File: src/rtl/cca_pkg.sv
// Package with constants and types for the five-module counter compare array.
//
// Behaviour
// [RULE1] Selected pin edge in capture mode copies the 16-bit counter into compare bytes.
// [RULE2] Rise select, fall select, or both pick which pin edge triggers capture.
// [RULE3] Each capture sets the event flag; only software clears it; irq if enabled.
// [RULE4] Outside source holds each pin level at least two system clocks.
// [RULE5] Comparator and match enables make a 16-bit counter match set the flag.
// [RULE6] Writing compare low clears comparator enable; writing compare high sets it.
// [RULE7] Software writes compare low before compare high.
// [RULE8] Toggle, match and comparator enables invert the pin on each 16-bit match.
// [RULE9] Square wave: low byte match toggles pin and adds high byte to low byte.
// [RULE10] Comparator, toggle and pulse enables select square wave; high 0x00 means 256.
// [RULE11] 8-bit PWM sets pin on low byte match, clears it on low byte overflow.
// [RULE12] 8-bit PWM reloads compare low from compare high at each low byte rollover.
// [RULE13] Any PWM mode with comparator enable clear holds the pin low.
// [RULE14] 16-bit PWM sets pin on 16-bit match, clears it on counter overflow.
// [RULE15] Software paces varying 16-bit duty writes with enabled match interrupts.
// [RULE16] Watchdog enable or lock makes module 4 the watchdog; enabled after reset.
// [RULE17] Watchdog forces counter on, blocks counter, timebase, idle and module 4 mode writes.
// [RULE18] Watchdog ignores run bit writes for running; run bit reads software value.
// [RULE19] Enabled watchdog resets system when module 4 high byte matches counter high.
// [RULE20] Writing module 4 high byte reloads it with counter high plus offset.
// [RULE21] Timeout equals 256 times offset plus 256 minus counter low at update.
// [RULE22] Watchdog reset fires at low byte overflow while high bytes match.
// [RULE23] Writing 1 to module 4 event flag with watchdog on forces reset.
// [RULE24] Lock prevents disabling until reset; without lock clearing enable disables.
// [RULE25] Each pin passes two flip-flops before edge detection.
package cca_pkg;

  localparam int NUM_MOD = 5;
  localparam int WDT_MOD = 4;
  localparam int ADDR_W = 8;

  // Register byte addresses on the bus.
  localparam logic [7:0] OFF_CTRL = 8'h00;
  localparam logic [7:0] OFF_AMODE = 8'h04;
  localparam logic [7:0] OFF_CNT_LO = 8'h08;
  localparam logic [7:0] OFF_CNT_HI = 8'h0C;
  localparam logic [7:0] MOD_BASE = 8'h10;
  localparam logic [7:0] MOD_STRIDE = 8'h10;
  localparam logic [7:0] SUB_MODE = 8'h00;
  localparam logic [7:0] SUB_CMP_LO = 8'h04;
  localparam logic [7:0] SUB_CMP_HI = 8'h08;

  // Control register bit positions; event flags sit in bits 4..0.
  localparam int CTRL_OVF_BIT = 7;
  localparam int CTRL_RUN_BIT = 6;

  localparam logic [3:0] DIV12_LAST = 4'hB;
  localparam logic [3:0] DIV4_LAST = 4'h3;
  localparam logic [1:0] RESP_OKAY = 2'h0;
  localparam logic [1:0] RESP_SLVERR = 2'h2;

  typedef enum logic [2:0] {
    TB_DIV12 = 3'b000,
    TB_DIV4 = 3'b001,
    TB_T0 = 3'b010,
    TB_ECI = 3'b011,
    TB_SYS = 3'b100,
    TB_EXT8 = 3'b101
  } cca_tb_t;

  typedef struct packed {
    logic wide_pulse_select;
    logic comparator_enable;
    logic capture_rise_sel;
    logic capture_fall_sel;
    logic match_flag_enable;
    logic toggle_enable;
    logic pulse_mod_enable;
    logic module_irq_enable;
  } cca_mode_t;

  typedef struct packed {
    logic idle_suspend;
    logic watchdog_enable;
    logic watchdog_lock;
    logic unused;
    logic [2:0] timebase_select;
    logic overflow_irq_enable;
  } cca_amode_t;

  localparam cca_amode_t AMODE_RST = 8'h40;

  typedef struct packed {
    logic awvalid;
    logic [ADDR_W-1:0] awaddr;
    logic wvalid;
    logic [31:0] wdata;
    logic [3:0] wstrb;
    logic bready;
    logic arvalid;
    logic [ADDR_W-1:0] araddr;
    logic rready;
  } cca_axi_req_t;

  typedef struct packed {
    logic awready;
    logic wready;
    logic bvalid;
    logic [1:0] bresp;
    logic arready;
    logic rvalid;
    logic [31:0] rdata;
    logic [1:0] rresp;
  } cca_axi_rsp_t;

  typedef struct packed {
    logic awready;
    logic wready;
    logic arready;
    logic [7:0] awaddr;
    logic [7:0] wdata;
    logic wstrb0;
    logic bvalid;
    logic [1:0] bresp;
    logic rvalid;
    logic [7:0] rdata;
    logic [1:0] rresp;
    logic [15:0] cnt;
    logic [7:0] snap;
    logic [3:0] presc;
    logic ovf_flag;
    logic run_sw;
    cca_amode_t amode;
    cca_mode_t [NUM_MOD-1:0] mode;
    logic [NUM_MOD-1:0][7:0] cmp_lo;
    logic [NUM_MOD-1:0][7:0] cmp_hi;
    logic [NUM_MOD-1:0] flag;
    logic [NUM_MOD-1:0] pin;
    logic [NUM_MOD-1:0] oe;
    logic [NUM_MOD-1:0] sync1;
    logic [NUM_MOD-1:0] sync2;
    logic [NUM_MOD-1:0] prev;
    logic eci_s1;
    logic eci_s2;
    logic eci_prev;
    logic irq;
    logic wdt_rst;
  } cca_state_t;

  localparam cca_state_t STATE_RST = '{
    awready: 1'b1,
    wready: 1'b1,
    arready: 1'b1,
    amode: AMODE_RST,
    default: '0
  };

  function automatic logic [7:0] mod_addr(input int idx, input logic [7:0] sub);
    logic [7:0] base;
    base = 8'(MOD_BASE + 8'(idx) * MOD_STRIDE);
    return 8'(base + sub);
  endfunction : mod_addr

endpackage : cca_pkg

File: src/rtl/cca_array.sv
// Counter array with five capture/compare modules, watchdog and AXI4-Lite registers.
//
// Chosen here: register access over AXI4-Lite and the placing of the registers.
`timescale 1ns/10ps
`default_nettype none

module cca_array (
  input wire logic aclk,
  input wire logic aresetn,
  input wire cca_pkg::cca_axi_req_t axi_req,
  output cca_pkg::cca_axi_rsp_t axi_rsp,
  input wire logic [cca_pkg::NUM_MOD-1:0] module_io_pin_i,
  output logic [cca_pkg::NUM_MOD-1:0] module_io_pin_o,
  output logic [cca_pkg::NUM_MOD-1:0] module_io_pin_oe,
  input wire logic eci_pin_i,
  input wire logic timer0_ovf_i,
  input wire logic ext_div8_tick_i,
  input wire logic cpu_idle_i,
  output logic irq_req_o,
  output logic wdt_reset_o
);
  import cca_pkg::*;

  cca_state_t q;
  cca_state_t d;
  cca_mode_t m;
  logic wr_go;
  logic we;
  logic [7:0] wa;
  logic [7:0] wd;
  logic wdt_en;
  logic run;
  logic tick;
  logic presc_wrap;
  logic [3:0] presc_last;
  logic [15:0] cnt_n;
  logic lo_ovf;
  logic full_ovf;
  logic force_rst;
  logic rd_hit;
  logic wr_hit;
  logic [7:0] rd_val;
  logic rise;
  logic fall;
  logic match16;
  logic match8;

  // ----------------------------------------------------------------
  // Outputs
  // ----------------------------------------------------------------
  assign axi_rsp.awready = q.awready;
  assign axi_rsp.wready = q.wready;
  assign axi_rsp.bvalid = q.bvalid;
  assign axi_rsp.bresp = q.bresp;
  assign axi_rsp.arready = q.arready;
  assign axi_rsp.rvalid = q.rvalid;
  assign axi_rsp.rdata = {24'h000000, q.rdata};
  assign axi_rsp.rresp = q.rresp;
  assign module_io_pin_o = q.pin;
  assign module_io_pin_oe = q.oe;
  assign irq_req_o = q.irq;
  assign wdt_reset_o = q.wdt_rst;

  // ----------------------------------------------------------------
  // Next state
  // ----------------------------------------------------------------
  always_comb
  begin
    d = q;
    m = '0;
    rise = 1'b0;
    fall = 1'b0;
    match16 = 1'b0;
    match8 = 1'b0;
    force_rst = 1'b0;
    rd_hit = 1'b0;
    wr_hit = 1'b0;
    rd_val = 8'h00;
    presc_last = 4'h0;
    tick = 1'b0;
    wdt_en = q.amode.watchdog_enable | q.amode.watchdog_lock; // [RULE16] [RULE24]

    // Pin and external clock synchronisers.
    d.sync1 = module_io_pin_i; // [RULE25]
    d.sync2 = q.sync1; // [RULE25]
    d.prev = q.sync2;
    d.eci_s1 = eci_pin_i;
    d.eci_s2 = q.eci_s1;
    d.eci_prev = q.eci_s2;

    // Write channel: address and data are taken in either order.
    if (axi_req.awvalid && q.awready)
    begin
      d.awready = 1'b0;
      d.awaddr = axi_req.awaddr;
    end
    if (axi_req.wvalid && q.wready)
    begin
      d.wready = 1'b0;
      d.wdata = axi_req.wdata[7:0];
      d.wstrb0 = axi_req.wstrb[0];
    end
    wr_go = !q.awready && !q.wready && !q.bvalid;
    wa = q.awaddr;
    wd = q.wdata;
    if (wa == OFF_CTRL || wa == OFF_AMODE || wa == OFF_CNT_LO || wa == OFF_CNT_HI)
    begin
      wr_hit = 1'b1;
    end
    for (int i = 0; i < NUM_MOD; i++)
    begin
      if (wa == mod_addr(i, SUB_MODE) || wa == mod_addr(i, SUB_CMP_LO)
          || wa == mod_addr(i, SUB_CMP_HI))
      begin
        wr_hit = 1'b1;
      end
    end
    we = wr_go && q.wstrb0 && wr_hit;
    if (wr_go)
    begin
      d.bvalid = 1'b1;
      d.bresp = wr_hit ? RESP_OKAY : RESP_SLVERR;
    end
    if (q.bvalid && axi_req.bready)
    begin
      d.bvalid = 1'b0;
      d.awready = 1'b1;
      d.wready = 1'b1;
    end

    // Register writes; hardware events below are applied later so they win, except the counter tick, which a counter byte write suppresses.
    if (we)
    begin
      if (wa == OFF_CTRL)
      begin
        d.ovf_flag = wd[CTRL_OVF_BIT];
        d.run_sw = wd[CTRL_RUN_BIT]; // [RULE18]
        d.flag = wd[NUM_MOD-1:0];
        force_rst = wdt_en && wd[WDT_MOD]; // [RULE23]
      end
      if (wa == OFF_AMODE)
      begin
        if (wdt_en)
        begin
          // Timebase and idle control are frozen while the watchdog runs.
          d.amode.watchdog_enable = wd[6]; // [RULE17]
          d.amode.watchdog_lock = q.amode.watchdog_lock | wd[5]; // [RULE24]
          d.amode.overflow_irq_enable = wd[0];
        end
        else
        begin
          d.amode = wd;
          d.amode.unused = 1'b0;
        end
      end
      if (wa == OFF_CNT_LO && !wdt_en)
      begin
        d.cnt[7:0] = wd; // [RULE17]
      end
      if (wa == OFF_CNT_HI && !wdt_en)
      begin
        d.cnt[15:8] = wd; // [RULE17]
      end
      for (int i = 0; i < NUM_MOD; i++)
      begin
        if (wa == mod_addr(i, SUB_MODE) && !(i == WDT_MOD && wdt_en))
        begin
          d.mode[i] = wd; // [RULE17]
        end
        if (wa == mod_addr(i, SUB_CMP_LO))
        begin
          d.cmp_lo[i] = wd;
          d.mode[i].comparator_enable = 1'b0; // [RULE6]
        end
        if (wa == mod_addr(i, SUB_CMP_HI))
        begin
          if (i == WDT_MOD && wdt_en)
          begin
            d.cmp_hi[i] = 8'(q.cnt[15:8] + q.cmp_lo[WDT_MOD]); // [RULE20] [RULE21]
          end
          else
          begin
            d.cmp_hi[i] = wd;
            d.mode[i].comparator_enable = 1'b1; // [RULE6]
          end
        end
      end
    end

    // Read channel; reading the low counter byte latches the high byte.
    unique case (axi_req.araddr)
      OFF_CTRL:
      begin
        rd_hit = 1'b1;
        rd_val = {q.ovf_flag, q.run_sw, 1'b0, q.flag}; // [RULE18]
      end
      OFF_AMODE:
      begin
        rd_hit = 1'b1;
        rd_val = q.amode;
      end
      OFF_CNT_LO:
      begin
        rd_hit = 1'b1;
        rd_val = q.cnt[7:0];
      end
      OFF_CNT_HI:
      begin
        rd_hit = 1'b1;
        rd_val = q.snap;
      end
      default:
      begin
        for (int i = 0; i < NUM_MOD; i++)
        begin
          if (axi_req.araddr == mod_addr(i, SUB_MODE))
          begin
            rd_hit = 1'b1;
            rd_val = q.mode[i];
          end
          if (axi_req.araddr == mod_addr(i, SUB_CMP_LO))
          begin
            rd_hit = 1'b1;
            rd_val = q.cmp_lo[i];
          end
          if (axi_req.araddr == mod_addr(i, SUB_CMP_HI))
          begin
            rd_hit = 1'b1;
            rd_val = q.cmp_hi[i];
          end
        end
      end
    endcase
    if (axi_req.arvalid && q.arready)
    begin
      d.arready = 1'b0;
      d.rvalid = 1'b1;
      d.rdata = rd_val;
      d.rresp = rd_hit ? RESP_OKAY : RESP_SLVERR;
      if (axi_req.araddr == OFF_CNT_LO)
      begin
        d.snap = q.cnt[15:8];
      end
    end
    if (q.rvalid && axi_req.rready)
    begin
      d.rvalid = 1'b0;
      d.arready = 1'b1;
    end

    // Counter timebase. The watchdog keeps the counter running whatever the run bit says.
    run = (q.run_sw | wdt_en) && !(q.amode.idle_suspend && cpu_idle_i); // [RULE17] [RULE18]
    unique case (q.amode.timebase_select)
      TB_DIV12: presc_last = DIV12_LAST;
      TB_DIV4: presc_last = DIV4_LAST;
      default: presc_last = 4'h0;
    endcase
    presc_wrap = q.presc >= presc_last;
    unique case (q.amode.timebase_select)
      TB_DIV12, TB_DIV4, TB_SYS: tick = run && presc_wrap;
      TB_T0: tick = run && timer0_ovf_i;
      TB_ECI: tick = run && q.eci_prev && !q.eci_s2;
      TB_EXT8: tick = run && ext_div8_tick_i;
      default: tick = 1'b0;
    endcase
    if (run)
    begin
      d.presc = presc_wrap ? 4'h0 : 4'(q.presc + 4'h1);
    end
    cnt_n = 16'(q.cnt + 16'h0001);
    lo_ovf = tick && q.cnt[7:0] == 8'hFF;
    full_ovf = tick && q.cnt == 16'hFFFF;
    if (tick && !(we && (wa == OFF_CNT_LO || wa == OFF_CNT_HI) && !wdt_en))
    begin
      d.cnt = cnt_n;
    end
    if (full_ovf)
    begin
      d.ovf_flag = 1'b1;
    end

    // Capture/compare modules.
    for (int i = 0; i < NUM_MOD; i++)
    begin
      m = d.mode[i];
      rise = q.sync2[i] && !q.prev[i];
      fall = !q.sync2[i] && q.prev[i];
      d.oe[i] = (m.toggle_enable | m.pulse_mod_enable) && !(i == WDT_MOD && wdt_en);
      if (!(i == WDT_MOD && wdt_en))
      begin
        if (!(m.match_flag_enable | m.toggle_enable | m.pulse_mod_enable)
            && ((m.capture_rise_sel && rise) || (m.capture_fall_sel && fall))) // [RULE2]
        begin
          d.cmp_lo[i] = q.cnt[7:0]; // [RULE1]
          d.cmp_hi[i] = q.cnt[15:8]; // [RULE1]
          d.flag[i] = 1'b1; // [RULE3]
        end
        if (m.pulse_mod_enable && !m.toggle_enable && !m.comparator_enable)
        begin
          d.pin[i] = 1'b0; // [RULE13]
        end
        else if (tick && m.pulse_mod_enable && !m.toggle_enable && m.wide_pulse_select)
        begin
          match16 = cnt_n == {d.cmp_hi[i], d.cmp_lo[i]};
          if (full_ovf)
          begin
            d.pin[i] = 1'b0; // [RULE14]
          end
          if (match16)
          begin
            d.pin[i] = 1'b1; // [RULE14]
            d.flag[i] = d.flag[i] | m.match_flag_enable;
          end
        end
        else if (tick && m.pulse_mod_enable && !m.toggle_enable)
        begin
          if (lo_ovf)
          begin
            d.cmp_lo[i] = d.cmp_hi[i]; // [RULE12]
            d.pin[i] = 1'b0; // [RULE11]
          end
          match8 = cnt_n[7:0] == d.cmp_lo[i];
          if (match8)
          begin
            d.pin[i] = 1'b1; // [RULE11]
            d.flag[i] = d.flag[i] | m.match_flag_enable;
          end
        end
        else if (tick && m.pulse_mod_enable && m.toggle_enable && m.comparator_enable) // [RULE10]
        begin
          // A zero step wraps the low byte fully, giving a 256-tick half period.
          match8 = cnt_n[7:0] == d.cmp_lo[i];
          if (match8)
          begin
            d.pin[i] = !q.pin[i]; // [RULE9]
            d.cmp_lo[i] = 8'(d.cmp_lo[i] + d.cmp_hi[i]); // [RULE9] [RULE10]
          end
        end
        else if (tick && m.comparator_enable && m.match_flag_enable)
        begin
          match16 = cnt_n == {d.cmp_hi[i], d.cmp_lo[i]};
          if (match16)
          begin
            d.flag[i] = 1'b1; // [RULE5]
            if (m.toggle_enable)
            begin
              d.pin[i] = !q.pin[i]; // [RULE8]
            end
          end
        end
      end
    end

    // Watchdog reset comes at the low byte overflow that sees the high bytes equal.
    d.wdt_rst = wdt_en && ((lo_ovf && q.cmp_hi[WDT_MOD] == q.cnt[15:8]) || force_rst); // [RULE19] [RULE22] [RULE23]

    d.irq = |(d.flag & {d.mode[4].module_irq_enable, d.mode[3].module_irq_enable,
      d.mode[2].module_irq_enable, d.mode[1].module_irq_enable,
      d.mode[0].module_irq_enable}) || (d.ovf_flag && d.amode.overflow_irq_enable); // [RULE3] [RULE5]
  end

  // ----------------------------------------------------------------
  // State register
  // ----------------------------------------------------------------
  always_ff @(posedge aclk)
  begin
    if (!aresetn)
    begin
      q <= STATE_RST;
    end
    else
    begin
      q <= d;
    end
  end

endmodule : cca_array

`default_nettype wire

File: config.mk
export PLATFORM = sky130hd
export DESIGN_NAME = cca_array
export DESIGN_NICKNAME = d
export VERILOG_FILES = /design/src/rtl/cca_pkg.sv /design/src/rtl/cca_array.sv
export SDC_FILE = /design/constraint.sdc
export NUM_CORES = 1
export LEC_CHECK = 0
export CAP_MARGIN = 20
export CORE_ASPECT_RATIO = 0.8
export CORE_MARGIN = 1.5
export CORE_UTILIZATION = 33
export CTS_BUF_LIST = sky130_fd_sc_hd__clkbuf_8
export DETAILED_ROUTE_END_ITERATION = 8
export DONT_BUFFER_PORTS = 1
export GPL_ROUTABILITY_DRIVEN = 0
export MAX_ROUTING_LAYER = met4
export SLEW_MARGIN = 30
export SYNTH_ARGS = -nofsm -noshare
export SYNTH_HDL_FRONTEND = slang
export SYNTH_SLANG_ARGS = --single-unit
File: constraint.sdc
create_clock -name aclk -period 10.54 [get_ports aclk]
set_clock_uncertainty 0.15 [all_clocks]
set_input_delay 1.054 -clock aclk [delete_from_list [all_inputs] [get_ports aclk]]
set_output_delay 1.054 -clock aclk [all_outputs]
set_load 0.01 [all_outputs]
* Word-level counts from Yosys, hierarchy flattened *
Cells that the tools add are included.

storage, ports and cells
  input bits = 68
  output and inout bits = 53
  register bits = 226
  word-level logic and storage cells = 633

cells by class
  muxes and demuxes = 239
  equal/unequal tests = 74
  $lt $le $gt $ge = 1
  bitwise operators = 26
  reductions and logical operators = 198
  add/sub/neg operators = 8

operators by type and width
  operator                 number
  $mux W8                  94
  $mux W135                1
  $mux W1                  133
  $logic_and A1 B1 Y1      99
  $eq A8 B6 Y1 const B     12
  $eq A8 B7 Y1 const B     12
  $eq A8 B8 Y1             11
  $eq A16 B16 Y1           5
  $add A8 B8 Y8            6
  $eq A8 B5 Y1 const B     6
  $reduce_bool A4 Y1       12
  $logic_not A1 Y1         37
  $eq A8 B4 Y1 const B     4
  $mux W16                 2
  $pmux W8 S4              1
  $reduce_and A6 Y1        4
  $or A1 B1 Y1             23
  $logic_or A1 B1 Y1       21
  $ne A4 B3 Y1 const B     5
  $add A16 B1 Y16 const B  1
  $eq A16 B16 Y1 const B   1
  $eq A8 B3 Y1 const B     2
  $logic_not A8 Y1         2
  $ne A4 B2 Y1 const B     4
  other kinds (27)         48

* Longest topological paths before layout *
  word-level depth = 32
  depth in mapped cells = 26
  depth with buffers taken out = 20

* Worst setup path before layout *
No wires, ideal clock.

  kind = register to register
  start = reg q, in the netlist wa[6]
  end = reg q[90] (netlist name)
  library setup time = 0.115 ns
  buffers on the path = 4
  clock period less this slack = 4.791 ns
  arrival time = 4.527 ns
  slack = 5.749 ns
  required time = 10.275 ns
  stages on the path, launching flop included = 24
  cell sequence = dfxtp_1 clkbuf_1 nor4b_2 nand4_1 nand2_1 clkbuf_1 clkbuf_1 clkbuf_1 nor2_1 a21oi_1 inv_1 ha_1 a21o_1 a21oi_1 nor2_1 o21a_1 o21ai_0 nand2b_1 a21oi_1 xnor2_1 nor2_1 nor2_1 o41a_1 o21a_1

on the way
  cells in the longest elaborated chain, start to end = 24
  elaborated cells on any way between the ends = 74
  those cells by class = 1 x add/sub; 19 x eq/ne; 23 x mux; 2 x bitwise; 29 x reduce/logical

RTL lines
  item                                                    RTL line          RTL
  from (decl)                                             cca_array.sv:24   cca_state_t q;
  from (signal assigned)                                  cca_array.sv:369  q <= STATE_RST;
  from (signal assigned)                                  cca_array.sv:373  q <= d;
  $eq A8 B3 Y1 or $logic_not A8 Y1 (tied branches)        cca_array.sv:106  if (wa == OFF_CTRL || wa == OFF_AMODE || wa == OFF_CNT_LO || wa == OFF_CNT_HI)
  $logic_or A1 B1 Y1 (3 in series)                        cca_array.sv:106
  $mux W1                                                 cca_array.sv:106
  $mux W1 (5 in series)                                   cca_array.sv:112  if (wa == mod_addr(i, SUB_MODE) || wa == mod_addr(i, SUB_CMP_LO)
  $logic_and A1 B1 Y1                                     cca_array.sv:118  we = wr_go && q.wstrb0 && wr_hit;
  $mux W135 (*)                                           cca_array.sv:132  if (we)
  branches (longest 11 deep; another with $add A8 B8 Y8)  -
  $mux W8 (*)                                             cca_array.sv:298  if (m.pulse_mod_enable && !m.toggle_enable && !m.comparator_enable)

Mark *: on every way between the ends. The select of a mux whose other input is x is not followed.
A chain may end at the register's enable or synchronous reset.

* Final worst setup path *
  start = reg q[207] (netlist name)
  end = reg q, in the netlist module_io_pin_o[2]

on the way
  cells in the longest elaborated chain, start to end = 16
  elaborated cells on any way between the ends = 43
  those cells by class = 6 x eq/ne; 12 x mux; 2 x bitwise; 23 x reduce/logical

RTL lines
  item                                              RTL line
  $logic_and A1 B1 Y1 (*) (2 in series)             cca_array.sv:118
  $mux W135 (*)                                     cca_array.sv:132
  branches (longest 13 deep; another with $mux W8)  -

Marked as above.

==> metrics <==
vertical extent of the die=214 um; Mapped Cells=2,436; power density cells=97.6 nW/um2; count of warnings emitted by yosys=0; Die Span X=267 um; kind of start point of the critical path=flop; first-pass GRT wire length=121,000 um; RSZ-0062 raised after global routing=false; leakage power=8.40 nW; number of enable-type register cells in the synthesized netlist=0; remaining routing DRC violations=0; DR pass1 iterations=7; max-cap check violation count=0; drt first-iter violations=3,337; final number of max-transition violations=0; transition at the pin with the smallest max-transition slack=1.02 ns; placed standard-cell area=19,000 um2; DR vias/cell=6.41; CTS Hold Buffers Added=0; sum of net half-perimeters after detailed placement=59,900 um; final worst path period share=61.2%; via count of the routed design=20,200; total global routing overflow=0; Slew HR=32.1%; full die area=57,000 um2; post-CTS setup-driven buffer insertion count=0; Rows=77; number of global-route vias before repair=18,200; I/O pin count=121; number of buffers inserted during clock tree synthesis=40; minimum clock period after layout=6.45 ns; Post-Syn Area=18,400 um2; H-Tree Depth=2; largest net degree at the start of global routing=72; initial core utilization=33.3%; type of the setup path with the least slack=reg -> reg; final wirelength=83,500 um; maximum frequency from static timing analysis=0.155 GHz; number of inserted filler cells in the final layout=5,793; Fin Setup TNS=0 ns; ratio of cells with drive above 1 in the final layout=8.68%; Critical Path Fanout Max=18; proportion of synthesized flip-flops having asynchronous set or reset=0%; global-route usage over all layers=29.0%; antenna violations before repair=1; final-report setup violation count=0; CTS clk-pin slew, worst paths=0.07 ns; Clock Tree Root=sky130_fd_sc_hd__clkbuf_8; sequential cell area fraction in the yosys report=24.4%; clock insertion delay at the later pin of the skew report=0.63 ns; number of distinct library cells after synthesis=96; net count reported at finish=2,487; detail-routed net length per standard cell=26.5 um; Max rail drop VDD=59.0 uV; flop and latch count out of synthesis=224; sink count of the clock tree=224; placeable core area=55,100 um2; synth-to-layout area growth=8.32%; port bufs=0; number of gates resized after CTS=0; final hold slack=0.280 ns; worst path required time=10.90 ns; final hold violations=0; Top FF cell, synth=sky130_fd_sc_hd__dfxtp_1; clock buffer depth=3; status=complete, no violations; total chip power=1.94 mW; average cell area after synthesis=7.53 um2; finished layout cell area=19,900 um2; type of destination of the critical path=flop; worst endpoint data arrival time=6.81 ns; class of the tightest hold or removal check=reg -> reg; count of nets left with antenna violations after detail routing=0; CTS tree=yes
## sequential cells by signal, indices dropped and copies added (netlist names)
signal and cells:
module_io_pin_o 5, module_io_pin_oe 5, irq_req_o 1, wdt_reset_o 1, d 12, wa 8, wd 8, q 169
axi_rsp 15
## power breakdown
group | switching, mW | internal, mW | total [mW]
logic | 0.0712 | 0.0248 | 0.0961
registers | 0.0164 | 0.858 | 0.874
clock network | 0.427 | 0.543 | 0.969
total | 0.514 | 1.43 | 1.94
## through the flow
| stage | setup WS (ns) | instances | utilization (%) |
|---|---|---|---|
| after floorplan | 5.75 | 2461 | - |
| after global placement | 4.34 | 3074 | 34.4 |
| after detailed placement | 4.24 | 3074 | 34.4 |
| after CTS | 4.22 | 3145 | 36.0 |
| after global routing | 3.98 | 3146 | 36.1 |
| final | 4.09 | 3147 | 36.1 |
## placed cells by master, fill, tap and decap left out, drive strengths merged, types with 26 or more instances in the layout
| cell type | synthesis | final |
|---|---|---|
| dfxtp | 224 | 224 |
| ha | 47 | 47 |
| xnor2 | 106 | 106 |
| a21o | 30 | 30 |
| nand3 | 88 | 88 |
| nor2 | 252 | 252 |
| nand2 | 240 | 240 |
| a221oi | 47 | 47 |
| mux2i | 141 | 141 |
| nand4 | 35 | 35 |
| and2 | 56 | 56 |
| inv | 71 | 85 |
| buf | 89 | 72 |
| conb | 1 | 26 |
| nor3 | 51 | 51 |
| o21ai | 151 | 151 |
| xor2 | 39 | 39 |
| mux2 | 35 | 35 |
| a21oi | 177 | 177 |
| a211oi | 40 | 40 |
| clkbuf | 120 | 49 |
## kinds of logic after synthesis
group                    share of synthesized area (%)
multiplexers                                      9.93
flip-flops                                        24.4
adder cells (fa/ha/maj)                           3.86
AND/OR/NAND/NOR                                   23.5
XOR/XNOR                                          6.92
other                                           0.0204
buffers and inverters                             6.95
AO/OA/AOI/OAI                                     24.4
## synthesized netlist by cell type (17+ instances only)
master | n | area share [%]
sky130_fd_sc_hd__a211oi_1 | 39 | 1.6
sky130_fd_sc_hd__ha_1 | 47 | 3.2
sky130_fd_sc_hd__or3_1 | 19 | 0.65
sky130_fd_sc_hd__a22oi_1 | 22 | 0.90
sky130_fd_sc_hd__o211ai_1 | 20 | 0.82
sky130_fd_sc_hd__mux2_2 | 35 | 2.1
sky130_fd_sc_hd__buf_2 | 17 | 0.46
sky130_fd_sc_hd__a21o_1 | 30 | 1.2
sky130_fd_sc_hd__nand3_1 | 88 | 2.4
sky130_fd_sc_hd__a221oi_1 | 46 | 2.2
sky130_fd_sc_hd__nor4_1 | 21 | 0.72
sky130_fd_sc_hd__xor2_1 | 39 | 1.9
sky130_fd_sc_hd__dfxtp_1 | 224 | 24
sky130_fd_sc_hd__nor3_1 | 51 | 1.4
sky130_fd_sc_hd__nand2b_1 | 22 | 0.75
sky130_fd_sc_hd__and3_1 | 20 | 0.68
sky130_fd_sc_hd__nand3b_1 | 22 | 0.90
sky130_fd_sc_hd__mux2i_1 | 139 | 7.6
sky130_fd_sc_hd__buf_4 | 51 | 2.1
sky130_fd_sc_hd__a31oi_1 | 25 | 0.85
sky130_fd_sc_hd__nand4_1 | 33 | 1.1
sky130_fd_sc_hd__buf_1 | 20 | 0.41
sky130_fd_sc_hd__o21ai_0 | 142 | 3.9
sky130_fd_sc_hd__nor2_1 | 251 | 5.1
sky130_fd_sc_hd__nand2_1 | 240 | 4.9
sky130_fd_sc_hd__and2_1 | 52 | 1.8
sky130_fd_sc_hd__a21oi_1 | 177 | 4.8
sky130_fd_sc_hd__clkbuf_1 | 120 | 2.5
sky130_fd_sc_hd__xnor2_1 | 106 | 5.1
sky130_fd_sc_hd__inv_1 | 70 | 1.4
## final cells by class
type	count	area, um2	area share (%)
Timing Repair Buffer	72	541	2.72
Multi-Input combinational cell	1956	12700	64.1
Sequential cell	224	4480	22.6
Inverter	72	273	1.37
Clock inverter	22	223	1.12
Tap cell	750	938	4.72
Antenna cell	2	5.00	0.0252
Clock buffer	49	674	3.39
## worst max-delay path: stages, from the launching register on
cell and delay (ns):
sky130_fd_sc_hd__dfxtp_1 0.73, sky130_fd_sc_hd__nor3b_2 0.49, sky130_fd_sc_hd__nand4_1 0.65, sky130_fd_sc_hd__nand2_1 0.49
sky130_fd_sc_hd__and2_1 0.68, sky130_fd_sc_hd__o221ai_1 0.39, sky130_fd_sc_hd__a2111o_1 0.50, sky130_fd_sc_hd__a211oi_1 0.63
sky130_fd_sc_hd__o21ai_1 0.14, sky130_fd_sc_hd__nor3_1 0.68, sky130_fd_sc_hd__o221ai_1 0.28, sky130_fd_sc_hd__or3_1 0.38
sky130_fd_sc_hd__a31oi_1 0.17
## per-layer routing
metal	GRT usage (%)	wire length, um
met5	-	0
met3	12.4	14400
met1	38.4	32900
met2	37.0	31600
met4	13.6	4620
## worst paths after layout
path,start,endpoint,slack (ns),depth (start not counted)
max,q[207],module_io_pin_o[2],4.09,12
min,d[11],d[6],0.28,1
min reg2reg,d[11],d[6],0.28,1
max reg2reg,q[207],module_io_pin_o[2],4.09,12
Power figures use the tool's default switching activity.
